`src/dacrc_pkg.sv`:
```
// Register map, field layout, reset values and timing constants of the resistor/calibration block
package dacrc_pkg;
  // Register addresses on the configuration register port
  localparam logic [7:0] CH2_RES_ADDR = 8'h0b;
  localparam logic [7:0] CH1_RES_ADDR = 8'h0c;
  localparam logic [7:0] CAL_CFG_ADDR = 8'h0d;

  // Resistor control register fields
  localparam int RSET_EN_BIT   = 15;
  localparam int RSET_CAL_LSB  = 8;
  localparam int RSET_CODE_LSB = 0;
  localparam int RSET_W        = 5;
  localparam logic [4:0] RSET_CODE_RST = 5'h0a;
  localparam logic [4:0] RSET_CAL_RST  = 5'h00;
  localparam logic [4:0] RSET_MAX      = 5'h1f;

  // Calibration configuration fields
  localparam int COMP_OF_BIT   = 14;
  localparam int COMP_UF_BIT   = 13;
  localparam int RSET_OF_BIT   = 12;
  localparam int RSET_UF_BIT   = 11;
  localparam int GAIN_OF_BIT   = 10;
  localparam int GAIN_UF_BIT   = 9;
  localparam int CAL_RST_BIT   = 8;
  localparam int CAL_MODE_BIT  = 7;
  localparam int CAL_EN_BIT    = 6;
  localparam int RANGE_LSB     = 4;
  localparam int CLK_EN_BIT    = 3;
  localparam int DIV_LSB       = 0;
  localparam logic [2:0] DIV_RST   = 3'h0;
  localparam logic [1:0] RANGE_RST = 2'h0;

  // Signed 7-bit result limits for gain and comparator offset
  localparam logic signed [7:0] S7_MAX = 8'sh3f;
  localparam logic signed [7:0] S7_MIN = -8'sh40;

  // Calibration clock ticks spent settling before results are captured
  localparam logic [3:0] CAL_STEPS = 4'h8;

  // Calibration sequencer states, one-hot
  typedef enum logic [2:0] {
    DACRC_IDLE = 3'b001,
    DACRC_RUN  = 3'b010,
    DACRC_DONE = 3'b100
  } dacrc_state_t;
endpackage

```
`src/dacrc_regs.sv`:
```
// Full-scale resistor control and self-calibration registers for DAC channels 1 and 2
//
// Overview of operation
// - Bit 15 enables the channel's internal resistor; reads back its in-use state.
// - Bits 12:8 hold the read-only calibrated resistor code, reset zero, write-proof.
// - Bits 4:0 hold the writable resistor code, resetting to 0x0A.
// - Bits 14 and 13 flag comparator offset calibration overflow and underflow.
// - Bits 12..9 flag resistor and gain calibration overflow/underflow; reset clear.
// - Writing bit 8 high then low clears all stored calibration results.
// - Bit 7 reports calibration values in use; zero after reset.
// - Bit 6 enables gain calibration; when clear manual gains are used.
// - Bit 3 gates the calibration clock; clear means calibration logic stalls.
// - Bits 2:0 pick the DAC-clock divider for the calibration clock; reset zero.
// - A start request runs one calibration sequence on the gated clock.
// - A finished calibration sets a completion flag, driven out on calDoneFlag and not readable in any register.
`timescale 1ns/1ps
`default_nettype none
module dacrc_regs #(
  parameter int STEPS = 8
) (
  input  wire logic              clk,
  input  wire logic              rstn,
  input  wire logic              regWr,
  input  wire logic              regRd,
  input  wire logic [7:0]        regAddr,
  input  wire logic [15:0]       regWdata,
  output logic      [15:0]       regRdata,
  input  wire logic              calStart,
  input  wire logic signed [5:0] ch1Meas,
  input  wire logic signed [5:0] ch2Meas,
  input  wire logic signed [7:0] gainMeas,
  input  wire logic signed [7:0] offsetMeas,
  output logic                   ch1RsetEnable,
  output logic                   ch2RsetEnable,
  output logic      [4:0]        ch1RsetCode,
  output logic      [4:0]        ch2RsetCode,
  output logic                   gainCalEnable,
  output logic      [6:0]        gainCalCode,
  output logic      [6:0]        compOffsetCode,
  output logic      [1:0]        offsetCalRange,
  output logic                   calClkTick,
  output logic                   calBusy,
  output logic                   calDoneFlag
);

  // Resistor code plus signed measurement, clamped to 0..31: {ov, uf, code}
  function automatic logic [6:0] satU5(input logic [4:0] base, input logic signed [5:0] d);
    logic signed [7:0] s;
    s = $signed({3'b000, base}) + 8'(d);
    if (s > $signed({3'b000, dacrc_pkg::RSET_MAX})) satU5 = {2'b10, dacrc_pkg::RSET_MAX};
    else if (s < 8'sh00) satU5 = {2'b01, 5'h00};
    else satU5 = {2'b00, s[4:0]};
  endfunction

  // Signed 8-bit measurement clamped to the signed 7-bit range: {ov, uf, code}
  function automatic logic [8:0] satS7(input logic signed [7:0] v);
    if (v > dacrc_pkg::S7_MAX) satS7 = {2'b10, dacrc_pkg::S7_MAX[6:0]};
    else if (v < dacrc_pkg::S7_MIN) satS7 = {2'b01, dacrc_pkg::S7_MIN[6:0]};
    else satS7 = {2'b00, v[6:0]};
  endfunction

  // Software-visible and internal state
  logic       en1, en2, calEn, clkEn, calRstBit;
  logic [4:0] code1, code2, cal1, cal2;
  logic [1:0] range;
  logic [2:0] div;
  logic [5:0] flags;  // {compOf, compUf, rsetOf, rsetUf, gainOf, gainUf}
  logic       calMode, done;
  logic [6:0] gainRes, offRes;
  logic [15:0] rdata;
  logic [2:0] divCnt;
  logic       tick;
  logic [3:0] stepCnt;
  dacrc_pkg::dacrc_state_t state;

  logic       next_en1, next_en2, next_calEn, next_clkEn, next_calRstBit;
  logic [4:0] next_code1, next_code2, next_cal1, next_cal2;
  logic [1:0] next_range;
  logic [2:0] next_div, next_divCnt;
  logic [5:0] next_flags;
  logic       next_calMode, next_done, next_tick;
  logic [6:0] next_gainRes, next_offRes;
  logic [15:0] next_rdata;
  logic [3:0] next_stepCnt;
  dacrc_pkg::dacrc_state_t next_state;
  logic       calClear, finish;
  logic [6:0] r1, r2;
  logic [8:0] g, o;

  // Saturated results of the current measurements
  assign r1 = satU5(code1, ch1Meas);
  assign r2 = satU5(code2, ch2Meas);
  assign g  = satS7(gainMeas);
  assign o  = satS7(offsetMeas);

  // Calibration clock divider: one tick every div+1 DAC clocks, only while gated on
  always_comb begin
    next_divCnt = divCnt;
    next_tick   = 1'b0;
    if (!clkEn) begin
      next_divCnt = 3'h0;
    end else if (divCnt >= div) begin
      next_divCnt = 3'h0;
      next_tick   = 1'b1;
    end else begin
      next_divCnt = divCnt + 3'h1;
    end
  end

  // Counter parks at zero while gated, so reopening the gate starts a fresh period
  always_ff @(posedge clk) begin
    if (!rstn) begin
      divCnt <= 3'h0;
      tick   <= 1'b0;
    end else begin
      divCnt <= next_divCnt;
      tick   <= next_tick;
    end
  end

  // Sequencer steps through RUN only on calibration clock ticks, so a gated clock stalls it
  always_comb begin
    next_state   = state;
    next_stepCnt = stepCnt;
    finish       = 1'b0;
    unique case (state)
      dacrc_pkg::DACRC_IDLE: begin
        if (calStart) begin
          next_state   = dacrc_pkg::DACRC_RUN;
          next_stepCnt = 4'h0;
        end
      end
      dacrc_pkg::DACRC_RUN: begin
        if (tick) begin
          if (stepCnt == 4'(STEPS - 1)) begin
            next_state = dacrc_pkg::DACRC_DONE;
            finish     = 1'b1;
          end else begin
            next_stepCnt = stepCnt + 4'h1;
          end
        end
      end
      dacrc_pkg::DACRC_DONE: begin
        next_state = dacrc_pkg::DACRC_IDLE;
      end
      default: next_state = dacrc_pkg::DACRC_IDLE;
    endcase
  end

  // Sequencer state and step count
  always_ff @(posedge clk) begin
    if (!rstn) begin
      state   <= dacrc_pkg::DACRC_IDLE;
      stepCnt <= 4'h0;
    end else begin
      state   <= next_state;
      stepCnt <= next_stepCnt;
    end
  end

  // Register writes, result capture and read data
  always_comb begin
    next_en1 = en1;
    next_en2 = en2;
    next_code1 = code1;
    next_code2 = code2;
    next_calEn = calEn;
    next_clkEn = clkEn;
    next_range = range;
    next_div = div;
    next_calRstBit = calRstBit;
    if (regWr) begin
      unique case (regAddr)
        dacrc_pkg::CH1_RES_ADDR: begin
          next_en1   = regWdata[dacrc_pkg::RSET_EN_BIT];
          next_code1 = regWdata[dacrc_pkg::RSET_CODE_LSB +: dacrc_pkg::RSET_W];
        end
        dacrc_pkg::CH2_RES_ADDR: begin
          next_en2   = regWdata[dacrc_pkg::RSET_EN_BIT];
          next_code2 = regWdata[dacrc_pkg::RSET_CODE_LSB +: dacrc_pkg::RSET_W];
        end
        dacrc_pkg::CAL_CFG_ADDR: begin
          next_calRstBit = regWdata[dacrc_pkg::CAL_RST_BIT];
          next_calEn     = regWdata[dacrc_pkg::CAL_EN_BIT];
          next_range     = regWdata[dacrc_pkg::RANGE_LSB +: 2];
          next_clkEn     = regWdata[dacrc_pkg::CLK_EN_BIT];
          next_div       = regWdata[dacrc_pkg::DIV_LSB +: 3];
        end
        default: ;
      endcase
    end
    // Results clear on the falling edge of the reset bit, i.e. after a full high-low pulse
    calClear = calRstBit && !next_calRstBit;
    next_cal1 = calClear ? dacrc_pkg::RSET_CAL_RST : cal1;
    next_cal2 = calClear ? dacrc_pkg::RSET_CAL_RST : cal2;
    next_gainRes = calClear ? 7'h00 : gainRes;
    next_offRes = calClear ? 7'h00 : offRes;
    next_flags = calClear ? 6'h00 : flags;
    next_calMode = calClear ? 1'b0 : calMode;
    next_done = calClear ? 1'b0 : done;
    if (calStart && state == dacrc_pkg::DACRC_IDLE) begin
      next_done = 1'b0;
    end
    // Capture wins over a coincident clear so a finishing calibration is never lost
    if (finish) begin
      next_cal1    = r1[4:0];
      next_cal2    = r2[4:0];
      next_offRes  = o[6:0];
      next_gainRes = calEn ? g[6:0] : gainRes;
      next_flags   = next_flags | {o[8:7], r1[6:5] | r2[6:5],
                                   calEn ? g[8:7] : 2'b00};
      next_calMode = 1'b1;
      next_done    = 1'b1;
    end
    // Read word is registered here and again at the output; it stands for one cycle
    next_rdata = 16'h0000;
    if (regRd) begin
      unique case (regAddr)
        dacrc_pkg::CH1_RES_ADDR: next_rdata = {en1, 2'b00, cal1, 3'b000, code1};
        dacrc_pkg::CH2_RES_ADDR: next_rdata = {en2, 2'b00, cal2, 3'b000, code2};
        dacrc_pkg::CAL_CFG_ADDR:
          next_rdata = {1'b0, flags, calRstBit, calMode, calEn, range, clkEn, div};
        default: next_rdata = 16'h0000;
      endcase
    end
  end

  // Register bank; reserved bits have no storage behind them and read as zero
  always_ff @(posedge clk) begin
    if (!rstn) begin
      en1 <= 1'b0;
      en2 <= 1'b0;
      code1 <= dacrc_pkg::RSET_CODE_RST;
      code2 <= dacrc_pkg::RSET_CODE_RST;
      cal1 <= dacrc_pkg::RSET_CAL_RST;
      cal2 <= dacrc_pkg::RSET_CAL_RST;
      calEn <= 1'b0;
      clkEn <= 1'b0;
      range <= dacrc_pkg::RANGE_RST;
      div <= dacrc_pkg::DIV_RST;
      calRstBit <= 1'b0;
      flags <= 6'h00;
      calMode <= 1'b0;
      done <= 1'b0;
      gainRes <= 7'h00;
      offRes <= 7'h00;
      rdata <= 16'h0000;
    end else begin
      en1 <= next_en1;
      en2 <= next_en2;
      code1 <= next_code1;
      code2 <= next_code2;
      cal1 <= next_cal1;
      cal2 <= next_cal2;
      calEn <= next_calEn;
      clkEn <= next_clkEn;
      range <= next_range;
      div <= next_div;
      calRstBit <= next_calRstBit;
      flags <= next_flags;
      calMode <= next_calMode;
      done <= next_done;
      gainRes <= next_gainRes;
      offRes <= next_offRes;
      rdata <= next_rdata;
    end
  end

  // Outputs: calibrated codes drive the resistors only once calibration values are in use
  always_ff @(posedge clk) begin
    if (!rstn) begin
      regRdata       <= 16'h0000;
      ch1RsetEnable  <= 1'b0;
      ch2RsetEnable  <= 1'b0;
      ch1RsetCode    <= dacrc_pkg::RSET_CODE_RST;
      ch2RsetCode    <= dacrc_pkg::RSET_CODE_RST;
      gainCalEnable  <= 1'b0;
      gainCalCode    <= 7'h00;
      compOffsetCode <= 7'h00;
      offsetCalRange <= dacrc_pkg::RANGE_RST;
      calClkTick     <= 1'b0;
      calBusy        <= 1'b0;
      calDoneFlag    <= 1'b0;
    end else begin
      regRdata       <= rdata;
      ch1RsetEnable  <= en1;
      ch2RsetEnable  <= en2;
      ch1RsetCode    <= (calMode && en1) ? cal1 : code1;
      ch2RsetCode    <= (calMode && en2) ? cal2 : code2;
      gainCalEnable  <= calEn;
      gainCalCode    <= gainRes;
      compOffsetCode <= offRes;
      offsetCalRange <= range;
      calClkTick     <= tick;
      calBusy        <= (state == dacrc_pkg::DACRC_RUN);
      calDoneFlag    <= done;
    end
  end

endmodule
`default_nettype wire

```
`config.mk`:
```
export PLATFORM = sky130hd
export DESIGN_NAME = dacrc_regs
export DESIGN_NICKNAME = d
export VERILOG_FILES = /design/src/dacrc_pkg.sv /design/src/dacrc_regs.sv
export SDC_FILE = /design/constraint.sdc
export NUM_CORES = 1
export LEC_CHECK = 0
export ABC_AREA = 1
export BUFFER_PORTS_ARGS = -buffer_cell sky130_fd_sc_hd__clkbuf_2
export CAP_MARGIN = 20
export CELL_PAD_IN_SITES_DETAIL_PLACEMENT = 1
export CELL_PAD_IN_SITES_GLOBAL_PLACEMENT = 2
export CORE_MARGIN = 3
export CORE_UTILIZATION = 30
export CTS_BUF_LIST = sky130_fd_sc_hd__clkbuf_4 sky130_fd_sc_hd__clkbuf_8 sky130_fd_sc_hd__clkbuf_16
export DETAILED_ROUTE_END_ITERATION = 8
export PLACE_DENSITY = 0.85
export SLEW_MARGIN = 10
export SYNTH_ARGS = -nofsm -noshare
export SYNTH_HDL_FRONTEND = slang
export SYNTH_SLANG_ARGS = --single-unit
```
`constraint.sdc`:
```
create_clock -name clk -period 3.1 [get_ports clk]
set_input_delay 0.93 -clock clk [delete_from_list [all_inputs] [get_ports clk]]
set_output_delay 0.93 -clock clk [all_outputs]
set_load 0.03 [all_outputs]
```
==> impl_results.md <==
- #FFs+latches synth: approximately 130
- Reg area: 2540 um^2
- DP Wirelength: about 11000 um
- H-tree lvl count: 4
- Post-Layout Cell Count: 1013
- # IOs: between 100 and 150
- Initial Util: 0.310
- Yosys warns: 0
- Seq/Total Area, Yosys: 0.489
- Synth cell count leaders: nand2_1 (189), dfxtp_1 (127), inv_1 (93)
- Grt ovf: 0
- Placed Cells: 981
- Core footprint: about 17000 um^2
- RR Endpoint: cal1[2]
- # fillers: ~2100
- Crit path largest cell delay: 0.43 ns
- Synth Area in Compound Gates: 0.110
- Routed WL per cell: 14.4 um
- Multi-input combinational cell area: roughly 2200 um^2
- Critical Path End Type: flop
- Crit path kind: primary input to flop
- Ratio of final minimum period to clock period: 0.862
- Hold_buf cts: 0
- Clock slew at reported path FFs: 0.05 ns
- Share of post-route cells with drive strength above 1: 0.206
- Number of global-route vias before repair: 4899
- Post-synthesis net count: 750
- Post-route setup slack: 0.429 ns
- Worst VDD drop: between 0.3 and 0.4 mV
- Distinct cell type count of the synthesized netlist: between 40 and 50
- Vias: around 4600
- Worst Skew: about 0.008 ns
- Status: completed
- P_leak: between 3 and 4 nW
- Cell taking the most area after synthesis: dfxtp_1
- Critical path data required time: between 3 and 4 ns
- Slowest cell on the critical path: fa_1
- Pwr Density: approximately 590 nW/um^2
- Area grow syn2layout: 25.4%
- Post-route ant nets: 0
- Post-synth top flop: dfxtp_1
- Synth Area per Inst: a little under 8 um^2
- Combinational family with the most area after synthesis: simple AND/OR/NAND/NOR gates
- Simple-gate area share of the yosys netlist: 0.256
- Final setup vio count: 0
- Worst-case clock buffer depth: 2
- Post-CTS setup buffer count: 0
- Critical path depth: 16
- Worst path most repeated cell: nand2_1
- Post-Synth XOR/XNOR Area: 0.00674
- Iter 0 DRT Violations: 154
- Die area: ~19000 um^2
- Port bufs: between 90 and 100
- Setup TNS: 0 ns
- Cell with the most instances after synthesis: nand2_1
- CTS tree: done
- Post-Route WL: 14600 um
- R2r setup slk: ~0.70 ns
- Drt via density: around 4.6
- Mux share of post-synthesis cell area: 0
- Global-route wire length before repair: roughly 24000 um
- Placer Congestion: around 0.84
- Synth Area in Adders: 0.0486
- Max frequency: 374 MHz
- Ys async rst share: 0
- Hold Fails Final Rpt: 0
- Final core occ: 0.389
- RSZ-0062 raised after global routing: false
- WP buf/inv: 1
- Die height: about 140 um
- Min-Delay Endpoint: regRdata[6]
- Initial antenna violation count: 0
- R2R depth: 15
- Number of remaining DRC errors: 0
- Largest net degree at the start of global routing: 42
- Pre-CTS setup slack: -0.00861 ns
- Synth area leaders: dfxtp_1 (49%), nand2_1 (14%), inv_1 (6.7%)
- Post-synth EDFFs: 0
- Max Cap Violations: 0
- Synthesized area: between 5000 and 6000 um^2
- Critical path arrival: around 3.0 ns
- CP Max Fanout: 6
- Inserted Clock Buffers: 17
- Hold/Removal Path Class: flop to flop
- Fin nets: 856
- Hold path depth: 2
- Global-route usage over all layers: 0.161
- Hold path start: rdata[6]
- CTS Sinks: ~130
- Worst R2R Start: code1[0]
- Delay-heaviest family, CP: adder cells
- Post-layout min period: approximately 2.7 ns
- Startpoint types: primary input
- Root buffer cell: clkbuf_16
- Post-CTS Resized: 0
- Crit-path cells: clkbuf_2 -> ha_1 -> fa_1 -> nand3_1 -> nand2_1 -> nand2_1 -> nand2_1 -> nand2_1 -> nor2_1 -> nand2_1 -> nand2_1 -> ha_1 -> nand2_1 -> nand2_1 -> nand2_1 -> a21oi_1
- Worst-margin pin slew: ~0.50 ns
- Die width: ~140 um
- Synth top area share: 0.489
- Max-slew violations: 0
- Post-synthesis cell count: between 600 and 700
- Clk Latency, worst-skew pair: 0.42 ns
- Cell Rows: 47
- DR pass1 iterations: 4
- Relative slew margins: 0.667
- Diode count: 0
## state kept, by name, summed over array words and instances, names as in the netlist, 4 cells and up
register / count
rdata: 16
regRdata: 16
compOffsetCode: 7
gainCalCode: 7
gainRes: 7
offRes: 7
flags: 6
cal1: 5
cal2: 5
ch1RsetCode: 5
ch2RsetCode: 5
code1: 5
code2: 5
stepCnt: 4
## how the worst max path moves through the flow
stage / from / to / slack, ns
3_3_place_gp: ch1Meas[0] / cal1[0] / 0.07
3_5_place_dp: ch1Meas[0] / cal1[2] / -0.009
2_1_floorplan: ch1Meas[0] / flags[3] / 0.29
4_1_cts: ch1Meas[0] / cal1[2] / 0.43
6_report: ch1Meas[0] / cal1[2] / 0.43
5_1_grt: ch1Meas[0] / cal1[0] / 0.21
## placed cells by master, fill, tap and decap left out, types with 4 or more instances in the layout
cell type / netlist / routed
nand2_1: 189 / 189
dfxtp_1: 127 / 127
clkbuf_2: 0 / 97
inv_1: 93 / 93
nor2_1: 48 / 48
a21oi_1: 43 / 43
nand3_1: 35 / 35
o21ai_0: 27 / 27
ha_1: 17 / 17
clkbuf_16: 0 / 17
buf_4: 1 / 9
o211ai_1: 7 / 7
clkinv_2: 0 / 7
nor3_1: 6 / 6
o22ai_1: 6 / 6
nand3b_1: 5 / 5
inv_2: 5 / 5
a211oi_1: 5 / 5
xnor2_1: 4 / 4
## through the flow
stage / power [mW] / hold WS, ns / cell area, um^2
6_report: 3.84 / 0.412 / 6520
5_1_grt: 3.99 / 0.426 / 6520
4_1_cts: 3.88 / 0.413 / 6520
3_5_place_dp: 1.95 / 0.401 / 5940
3_3_place_gp: 1.93 / 0.401 / 5940
2_1_floorplan: 1.86 / 0.390 / 5200
## final cells by class
cell class	count	share of cell area
clock inverter	12	0.0182
timing repair buffer	106	0.0849
sequential	127	0.390
multi-input combinational	428	0.336
clock buffer	20	0.0697
inverter	100	0.0584
tap	220	0.0422
## layer usage
metal  vias to the layer above  GRT usage  share of wire
met5                         -          0              0
met4                         0     0.0604          0.019
met3                        26     0.0376          0.044
met2                        99      0.271           0.48
met1                      2158      0.201           0.46
li1                       2348          -              -
## power breakdown
group          internal, mW  switching (mW)
combinational        0.0953           0.160
clock                  1.21           0.719
sequential             1.64          0.0112
## cells by family after synthesis
group | Yosys count
AOI/OAI and AO/OA | 101
xor gates and xnor gates | 4
adders and majority gates | 19
buffers and inverters | 119
DFF | 127
and+or+nand+nor | 304
## worst min-delay path, delay by kind of cell (launching register included)
| kind | cells | cell delay [ns] |
|---|---|---|
| buffers and inverters | 1 | 0.04 |
| flip-flops | 1 | 0.30 |
| AND/OR/NAND/NOR | 1 | 0.04 |
(Power assumes the default switching activity.)
